$ cat src/ccp_pkg.sv
`default_nettype none

package ccp_pkg;

    // ==========================================================
    // Register map of the pair of units.
    // ==========================================================
    localparam int ADDR_W = 4;
    localparam logic [3:0] REG_CTL0 = 4'h0;
    localparam logic [3:0] REG_LOW0 = 4'h1;
    localparam logic [3:0] REG_HIGH0 = 4'h2;
    localparam logic [3:0] REG_CTL1 = 4'h3;
    localparam logic [3:0] REG_LOW1 = 4'h4;
    localparam logic [3:0] REG_HIGH1 = 4'h5;
    localparam logic [3:0] REG_FLAGS = 4'h6;
    localparam logic [3:0] REG_PINSEL = 4'h7;

    // ==========================================================
    // Field layout and reset values.
    // ==========================================================
    localparam int CTL_W = 6;
    localparam int DUTY_LSB = 4;
    localparam logic [5:0] CTL_RESET = 6'h00;
    localparam logic [15:0] CC_RESET = 16'h0000;
    localparam logic [9:0] DUTY_RESET = 10'h000;
    localparam logic [3:0] PRESC_RESET = 4'h0;
    localparam logic [3:0] PRESC4_LAST = 4'h3;
    localparam logic [3:0] PRESC16_LAST = 4'hf;
    localparam logic [3:0] PRESC_STEP = 4'h1;

    // ==========================================================
    // Mode field codes.
    // ==========================================================
    localparam logic [3:0] MODE_OFF = 4'h0;
    localparam logic [3:0] MODE_CMP_TOGGLE = 4'h2;
    localparam logic [3:0] MODE_CAP_FALL = 4'h4;
    localparam logic [3:0] MODE_CAP_RISE = 4'h5;
    localparam logic [3:0] MODE_CAP_RISE4 = 4'h6;
    localparam logic [3:0] MODE_CAP_RISE16 = 4'h7;
    localparam logic [3:0] MODE_CMP_SET = 4'h8;
    localparam logic [3:0] MODE_CMP_CLEAR = 4'h9;
    localparam logic [3:0] MODE_CMP_SOFT = 4'ha;
    localparam logic [3:0] MODE_CMP_SPECIAL = 4'hb;
    localparam logic [1:0] GROUP_CAPTURE = 2'h1;
    localparam logic [1:0] GROUP_PWM = 2'h3;

    // ==========================================================
    // Carriers.
    // ==========================================================
    typedef struct packed {
        logic [3:0] addr;
        logic [7:0] wdata;
        logic we;
        logic re;
    } bus_req_t;

    typedef struct packed {
        logic [5:0] ctl;
        logic [15:0] cc;
        logic [9:0] duty;
        logic outlat;
        logic level_prev;
        logic match_prev;
        logic [3:0] presc;
        logic flag;
    } unit_t;

    typedef struct packed {
        unit_t [1:0] u;
        logic [2:0] sync_a;
        logic [2:0] sync_b;
        logic pinsel;
        logic [7:0] rdata;
        logic timer_clear;
        logic adc_start;
    } state_t;

    // ==========================================================
    // Mode decoding shared by both units.
    // ==========================================================
    function automatic logic is_capture(input logic [3:0] mode);
        return mode[3:2] == GROUP_CAPTURE;
    endfunction

    function automatic logic is_pwm(input logic [3:0] mode);
        return mode[3:2] == GROUP_PWM;
    endfunction

    function automatic logic is_compare(input logic [3:0] mode);
        return (mode == MODE_CMP_TOGGLE) || (mode == MODE_CMP_SET) ||
            (mode == MODE_CMP_CLEAR) || (mode == MODE_CMP_SOFT) ||
            (mode == MODE_CMP_SPECIAL);
    endfunction

    function automatic logic drives_pin(input logic [3:0] mode);
        return is_pwm(mode) || (mode == MODE_CMP_TOGGLE) ||
            (mode == MODE_CMP_SET) || (mode == MODE_CMP_CLEAR);
    endfunction

endpackage

`default_nettype wire

$ cat src/capture_compare_pwm_unit.sv
// Design decisions made here: the address map and the address-and-strobe port.

`default_nettype none

module capture_compare_pwm_unit (
    input wire logic clk,
    input wire logic rst_n,
    input wire ccp_pkg::bus_req_t bus_req,
    output logic [7:0] rdata,
    input wire logic [15:0] timer16,
    output logic timer16_clear,
    input wire logic [9:0] timer8_ext,
    input wire logic timer8_period_start,
    input wire logic adc_enable,
    output logic adc_start,
    input wire logic [2:0] pad_in,
    output logic [2:0] pad_out,
    output logic [2:0] pad_oe,
    input wire logic [1:0] pin_dir_in,
    input wire logic [1:0] port_data
);

    // ==========================================================
    // Reset release.
    // ==========================================================
    logic [1:0] rst_sync_r;
    logic rst_int_n;

    // The reset is released through two flip-flops so that every
    // state bit leaves reset on the same edge.
    always_ff @(posedge clk or negedge rst_n)
    begin
        if (!rst_n)
        begin
            rst_sync_r <= 2'h0;
        end
        else
        begin
            rst_sync_r <= {rst_sync_r[0], 1'b1};
        end
    end

    assign rst_int_n = rst_sync_r[1];

    // ==========================================================
    // State.
    // ==========================================================
    ccp_pkg::state_t state_r;
    ccp_pkg::state_t state_nxt;

    // Pin-facing signals derived from the current state.
    logic [1:0] pad_level;
    logic [1:0] drive_level;
    logic [1:0] seen_level;
    logic [1:0] drives;

    // ==========================================================
    // Pin routing.
    // ==========================================================
    // Each unit picks its synchronised pad level; the second unit
    // takes it from whichever alternative pad is selected.
    always_comb
    begin
        pad_level[0] = state_r.sync_b[0];
        pad_level[1] = state_r.pinsel ? state_r.sync_b[2] : state_r.sync_b[1];
        for (int i = 0; i < 2; i++)
        begin
            drives[i] = ccp_pkg::drives_pin(state_r.u[i].ctl[3:0]);
            // The unit owns the pin level only in the modes that act on it.
            drive_level[i] = drives[i] ? state_r.u[i].outlat : port_data[i];
            // An output pin is watched at the level it is driven to.
            seen_level[i] = pin_dir_in[i] ? pad_level[i] : drive_level[i];
        end
    end

    // Pads are driven only while the direction bit marks an output.
    always_comb
    begin
        pad_out[0] = drive_level[0];
        pad_oe[0] = !pin_dir_in[0];
        pad_out[1] = !state_r.pinsel && drive_level[1];
        pad_oe[1] = !state_r.pinsel && !pin_dir_in[1];
        pad_out[2] = state_r.pinsel && drive_level[1];
        pad_oe[2] = state_r.pinsel && !pin_dir_in[1];
    end

    // ==========================================================
    // Next-state logic.
    // ==========================================================
    // Both units are worked through in one loop; all registers but the reset flip-flops,
    // pad synchronisers and read port included, live in one state record.
    always_comb
    begin
        logic [3:0] mode;
        logic rise;
        logic fall;
        logic cap_hit;
        logic match;
        logic cmp_hit;
        logic [9:0] duty_now;
        logic [9:0] duty_eff;
        logic [3:0] widx;
        logic [7:0] rd;
        mode = 4'h0;
        rise = 1'b0;
        fall = 1'b0;
        cap_hit = 1'b0;
        match = 1'b0;
        cmp_hit = 1'b0;
        duty_now = 10'h000;
        duty_eff = 10'h000;
        widx = 4'h0;
        rd = 8'h00;
        state_nxt = state_r;
        state_nxt.timer_clear = 1'b0;
        state_nxt.adc_start = 1'b0;

        // Two-stage synchronisers for the three pads.
        state_nxt.sync_a = pad_in;
        state_nxt.sync_b = state_r.sync_a;

        // Software writes to the shared registers.
        if (bus_req.we && (bus_req.addr == ccp_pkg::REG_PINSEL))
        begin
            state_nxt.pinsel = bus_req.wdata[0];
        end

        for (int i = 0; i < 2; i++)
        begin
            // Control, low and high byte of unit i sit three apart.
            widx = 4'(3 * i);
            if (bus_req.we && (bus_req.addr == widx + ccp_pkg::REG_CTL0))
            begin
                // Only the six implemented bits are stored.
                state_nxt.u[i].ctl = bus_req.wdata[ccp_pkg::CTL_W-1:0];
            end
            if (bus_req.we && (bus_req.addr == widx + ccp_pkg::REG_LOW0))
            begin
                state_nxt.u[i].cc[7:0] = bus_req.wdata;
            end
            if (bus_req.we && (bus_req.addr == widx + ccp_pkg::REG_HIGH0))
            begin
                state_nxt.u[i].cc[15:8] = bus_req.wdata;
            end
            // A written one clears the event flag of that unit.
            if (bus_req.we && (bus_req.addr == ccp_pkg::REG_FLAGS) && bus_req.wdata[i])
            begin
                state_nxt.u[i].flag = 1'b0;
            end

            // The mode in force is the one already stored.
            mode = state_r.u[i].ctl[3:0];
            state_nxt.u[i].level_prev = seen_level[i];
            rise = seen_level[i] && !state_r.u[i].level_prev;
            fall = !seen_level[i] && state_r.u[i].level_prev;

            // Capture events and the rising-edge prescaler.
            cap_hit = 1'b0;
            if (ccp_pkg::is_capture(mode))
            begin
                if (rise)
                begin
                    state_nxt.u[i].presc = state_r.u[i].presc + ccp_pkg::PRESC_STEP;
                end
                unique case (mode)
                    ccp_pkg::MODE_CAP_FALL: cap_hit = fall;
                    ccp_pkg::MODE_CAP_RISE: cap_hit = rise;
                    ccp_pkg::MODE_CAP_RISE4:
                        cap_hit = rise && (state_r.u[i].presc[1:0] == ccp_pkg::PRESC4_LAST[1:0]);
                    ccp_pkg::MODE_CAP_RISE16:
                        cap_hit = rise && (state_r.u[i].presc == ccp_pkg::PRESC16_LAST);
                endcase
            end
            else
            begin
                // Off and non-capture modes hold the prescaler cleared.
                state_nxt.u[i].presc = ccp_pkg::PRESC_RESET;
            end
            if (cap_hit)
            begin
                // A fresh capture always overwrites, even over a write.
                state_nxt.u[i].cc = timer16;
            end

            // Compare: one event per arrival of the timer at the value.
            match = (timer16 == state_r.u[i].cc);
            state_nxt.u[i].match_prev = match;
            cmp_hit = ccp_pkg::is_compare(mode) && match && !state_r.u[i].match_prev;
            if (cmp_hit)
            begin
                unique case (mode)
                    ccp_pkg::MODE_CMP_TOGGLE:
                        state_nxt.u[i].outlat = !state_r.u[i].outlat;
                    ccp_pkg::MODE_CMP_SET:
                        state_nxt.u[i].outlat = 1'b1;
                    ccp_pkg::MODE_CMP_CLEAR:
                        state_nxt.u[i].outlat = 1'b0;
                    ccp_pkg::MODE_CMP_SOFT:
                        state_nxt.u[i].outlat = state_r.u[i].outlat;
                    ccp_pkg::MODE_CMP_SPECIAL:
                    begin
                        // Clearing the shared timer shifts the other unit's view.
                        state_nxt.timer_clear = 1'b1;
                        if (i == 1)
                        begin
                            state_nxt.adc_start = adc_enable;
                        end
                    end
                endcase
            end

            // Any capture or compare event raises the flag; the set wins
            // over a clear written in the same cycle.
            if (cap_hit || cmp_hit)
            begin
                state_nxt.u[i].flag = 1'b1;
            end

            // PWM: duty reloads at the common period start, so both
            // units rise together and update at the same rate.
            duty_now = {state_r.u[i].cc[7:0], state_r.u[i].ctl[ccp_pkg::DUTY_LSB +: 2]};
            // The duty taken at a period start already governs that first count,
            // so a zero duty never lets the output rise.
            duty_eff = timer8_period_start ? duty_now : state_r.u[i].duty;
            if (ccp_pkg::is_pwm(mode))
            begin
                if (timer8_period_start)
                begin
                    state_nxt.u[i].duty = duty_now;
                    state_nxt.u[i].outlat = 1'b1;
                end
                if (timer8_ext == duty_eff)
                begin
                    state_nxt.u[i].outlat = 1'b0;
                end
            end

            // The off code and the reserved codes leave the unit idle.
            if (mode == ccp_pkg::MODE_OFF)
            begin
                state_nxt.u[i].outlat = 1'b0;
                state_nxt.u[i].presc = ccp_pkg::PRESC_RESET;
                state_nxt.u[i].duty = ccp_pkg::DUTY_RESET;
                state_nxt.u[i].match_prev = 1'b0;
            end
            // Codes 0001 and 0011 match none of the decoders above.
        end

        // Read data stand only in the cycle after the strobe.
        if (bus_req.re)
        begin
            unique case (bus_req.addr)
                ccp_pkg::REG_CTL0: rd = {2'h0, state_r.u[0].ctl};
                ccp_pkg::REG_LOW0: rd = state_r.u[0].cc[7:0];
                ccp_pkg::REG_HIGH0: rd = state_r.u[0].cc[15:8];
                ccp_pkg::REG_CTL1: rd = {2'h0, state_r.u[1].ctl};
                ccp_pkg::REG_LOW1: rd = state_r.u[1].cc[7:0];
                ccp_pkg::REG_HIGH1: rd = state_r.u[1].cc[15:8];
                ccp_pkg::REG_FLAGS: rd = {6'h00, state_r.u[1].flag, state_r.u[0].flag};
                ccp_pkg::REG_PINSEL: rd = {7'h00, state_r.pinsel};
                default: rd = 8'h00;
            endcase
        end
        state_nxt.rdata = rd;
    end

    // ==========================================================
    // State register.
    // ==========================================================
    // Every state bit starts from zero, which is the documented
    // reset of the control register and of the flags.
    always_ff @(posedge clk or negedge rst_int_n)
    begin
        if (!rst_int_n)
        begin
            state_r <= '0;
        end
        else
        begin
            state_r <= state_nxt;
        end
    end

    // ==========================================================
    // Outputs.
    // ==========================================================
    assign rdata = state_r.rdata;
    assign timer16_clear = state_r.timer_clear;
    assign adc_start = state_r.adc_start;

endmodule

`default_nettype wire

$ cat config.mk
export PLATFORM = sky130hd
export DESIGN_NAME = capture_compare_pwm_unit
export DESIGN_NICKNAME = d
export VERILOG_FILES = /design/src/ccp_pkg.sv /design/src/capture_compare_pwm_unit.sv
export SDC_FILE = /design/constraint.sdc
export NUM_CORES = 1
export LEC_CHECK = 0
export ABC_CLOCK_PERIOD_IN_PS = 4650
export BUFFER_PORTS_ARGS = -buffer_cell sky130_fd_sc_hd__buf_2
export CORE_MARGIN = 1
export CORE_UTILIZATION = 63
export DETAILED_ROUTE_END_ITERATION = 8
export PLACE_DENSITY = 0.95
export SLEW_MARGIN = 20
export SYNTH_ARGS = -nofsm -noshare
export SYNTH_HDL_FRONTEND = slang
export SYNTH_SLANG_ARGS = --single-unit
export TNS_END_PERCENT = 1
$ cat constraint.sdc
create_clock -name clk -period 4.65 [get_ports clk]
set_clock_uncertainty 0.2 [all_clocks]
set_input_delay 0.93 -clock clk [delete_from_list [all_inputs] [get_ports clk]]
set_output_delay 0.93 -clock clk [all_outputs]
set_load 0.02 [all_outputs]
==> results.yml <==
status:
  status: "finished, final reports clean"
synthesis:
  synth.distinct_cells: 55
  synthCells: 527
  synth_edf_count: 0
  synthesis.area_um2: 5640
  synth.avg_cell_area_um2: 10.7
  yosys.area.top_type_share_pct: 43.9
  syn_nets: 580
  synthFlopType: "dfrtp_1"
  synth-seq-area-share_pct: 43.9
  async_reset_ff_share_pct: 100
  synth_area_leader_cell: "dfrtp_1"
  synth-seq-cells: 99
  yosys-top-cells-area: "dfrtp_1, mux2i_1, mux2_2"
  synth_warnings: 0
floorplan:
  initial_core_util_pct: 65.0
  core_um2: 8680
  die_w_um: 96.6
  die_area_um2: 9340
  num_io_pins: 67
  rows: 34
  chipHeight_um: 96.6
clock_tree:
  cts_buffer_depth: 2
  cts_num_sinks: 99
  cts_tree: "done"
  cts.reportedPaths.clkPinSlew_ps: 100
  clock_latency_ps: 380
  cts-resized-gates: 0
  htree_levels: 3
  cts_buffers: 9
  cts_setup_buffers: 0
  cts-hold-fix-buffers: 0
  cts-root-buf: "clkbuf_8"
setup_path:
  critPathSlowestCell: "dfrtp_1"
  crit_path_start_kind: "flop"
  r2r_start: "state_r[54]"
  rr_worst_depth: 6
  critPathLaunch: "state_r[93]"
  r2r-end: "state_r[42]"
  criticalPathCategory: "flop to primary output"
  reg2reg_slack_ps: 1870
  endpoint: "pad_out[1]"
  crit_path_max_fanout: 10
  path_cells: "nand2b_1 -> a211oi_1 -> o21bai_1 -> nor2_1 -> buf_2"
  max_stage_delay_ps: 530
  critPathArrivalTime_ps: 1910
  crit_path_end_kind: "primary output"
  crit_required_ps: 3520
power_and_ir_drop:
  clkPwrFrac_pct: 20.4
  seqPwrFrac_pct: 48.6
  powerDensity_nw_per_um2: 498
  ir_worst_vdd_mv: 0.304
  total_power_uw: 3070
  switching_power_uw: 1130
  p_comb_share_pct: 31.0
  p_int_uw: 1940
  leakage_uw: 0.00279
  switching_share_pct: 36.9
sta:
  rsz0062_at_grt: "no"
  setup_viol_count_final: 0
  layout_setup_ws_ps: 1610
  min_period_ps: 3040
  finalHoldViolCount: 0
  tns_ps: 0
  slew_headroom_pct: 50.6
  holdWs_ps: 112
  slew_violations: 0
  min_period_over_period_pct: 65.4
  fmax_mhz: 329
  tightest_slew_ps: 741
layout:
  n_antenna_cell: 0
  instances_no_fill: 685
  drive_above_1_share_pct: 23.1
  layout.nets: 625
  final_common_cell: "dfrtp_1"
  area_growth_syn_to_layout_pct: 9.40
  mostFrequentLayoutCells: "dfrtp_1, buf_2, mux2i_1"
hold_path:
  hold_path.class: "primary input to asynchronous set/reset pin"
drt:
  drt-initial-drc-count: 360
  drt-pass1-iter-count: 5
  num_vias: 4424
  routedWlPerCell_um: 20.1
  antenna_left: 0
  routed_via_density: 6.46
  drc: 0
  drt-total-wl_mm: 13.7
grt:
  grt_max_degree: 57
  grt_pass1_wl_mm: 22.5
  grt_use_total_pct: 30.7
  grt_pass1_vias: 4473
  antenna_found_initial: 0
  overflow: 0
placement:
  io_buffers: 66
  hpwl_mm: 10.1
  post-place-ws_ps: 1380
  place_inst: 669
  place.gp.congestion: 0.914
job:
  maxCapViolCount: 0
==> Yosys cell counts, types with 2 or more instances <==
| cell type | n |
|---|---|
| nand2_1 | 33 |
| mux2i_1 | 48 |
| nor4_1 | 12 |
| mux2_2 | 38 |
| dfrtp_1 | 99 |
| buf_4 | 9 |
| or4_1 | 2 |
| nand2b_1 | 7 |
| mux4_2 | 3 |
| nand3_1 | 7 |
| and3_1 | 2 |
| a31oi_1 | 5 |
| ha_1 | 2 |
| mux2_1 | 9 |
| nor3_1 | 3 |
| nor2_1 | 45 |
| o22ai_1 | 2 |
| o21ai_0 | 23 |
| nor2b_1 | 7 |
| clkbuf_1 | 7 |
| a211o_1 | 2 |
| xor2_1 | 45 |
| nand4_1 | 5 |
| a211oi_1 | 7 |
| buf_1 | 7 |
| a22o_1 | 21 |
| o21bai_1 | 3 |
| or3_1 | 4 |
| buf_2 | 9 |
| a21oi_1 | 11 |
| nor3b_1 | 7 |
| a22oi_1 | 3 |
| xnor2_1 | 12 |
| inv_1 | 7 |
==> kinds of logic (layout without fill, tap and decap cells) <==
kind of cell,count (synthesis),after routing,share of synthesized area [%]
adders and majority gates,2,2,0.443
other,1,1,0.0665
AOI/OAI and AO/OA,87,87,10.9
xor gates and xnor gates,57,57,8.85
buffers and inverters,42,92,3.95
and+or+nand+nor,141,141,12.8
DFF,99,99,43.9
muxes,98,98,19.1
==> registers in the layout, indices dropped and copies added (netlist names) <==
register	count
state_r	83
adc_start	1
rdata	8
timer16_clear	1
pad_level	1
state_nxt	3
rst_sync_r	2
==> metal layers <==
layer  vias up  global-route usage, %  part of all wire, %  routed length, µm
met3        36                   7.59                   10               1400
met2       254                   48.2                   48               6570
met1      2165                   40.7                   39               5370
met5         -                      0                    0                  0
met4         0                   13.4                  2.9                403
li1       1969                      -                    -                  -
==> final cells by class <==
class,instances,area (µm²)
Clock buffer,12,155
Clock inverter,4,73.8
Sequential cell,99,2480
Multi-Input combinational cell,386,2950
Timing Repair Buffer,69,353
Inverter,7,26.3
Tap cell,108,135
Fill cell,596,2500
==> how the worst min path moves through the flow <==
stage                  startpoint             to  slack (ps)  cells after the start
CTS                         rst_n  rst_sync_r[1]         100                      1
detailed placement  state_nxt[11]   pad_level[0]         130                      0
floorplan           state_nxt[11]   pad_level[0]         130                      0
global route                rst_n  rst_sync_r[1]          90                      1
finish                      rst_n  rst_sync_r[1]         110                      1
global placement    state_nxt[12]    state_r[12]         130                      0
==> through the flow <==
step	utilization [%]	area (µm²)
after global placement	68.5	5940
final	71.1	6170
after detailed placement	68.5	5940
after floorplan	-	5640
after CTS	71.1	6170
after global routing	71.1	6170
==> worst max-delay path: cells and delay by family (launching register included) <==
kind	cells	cell delay (ps)
flip-flops	1	530
AO/OA/AOI/OAI	2	570
buffers and inverters	1	160
AND/OR/NAND/NOR	2	280
==> power by group through the flow <==
| stage | sequential, µW | clock (µW) | combinational, µW |
|---|---|---|---|
| after floorplan | 1320 | 0 | 790 |
| after global placement | 1460 | 0 | 889 |
| after detailed placement | 1480 | 0 | 939 |
| after CTS | 1470 | 633 | 949 |
| after global routing | 1520 | 662 | 1050 |
| final | 1490 | 627 | 953 |
Power figures use the tool's default switching activity.
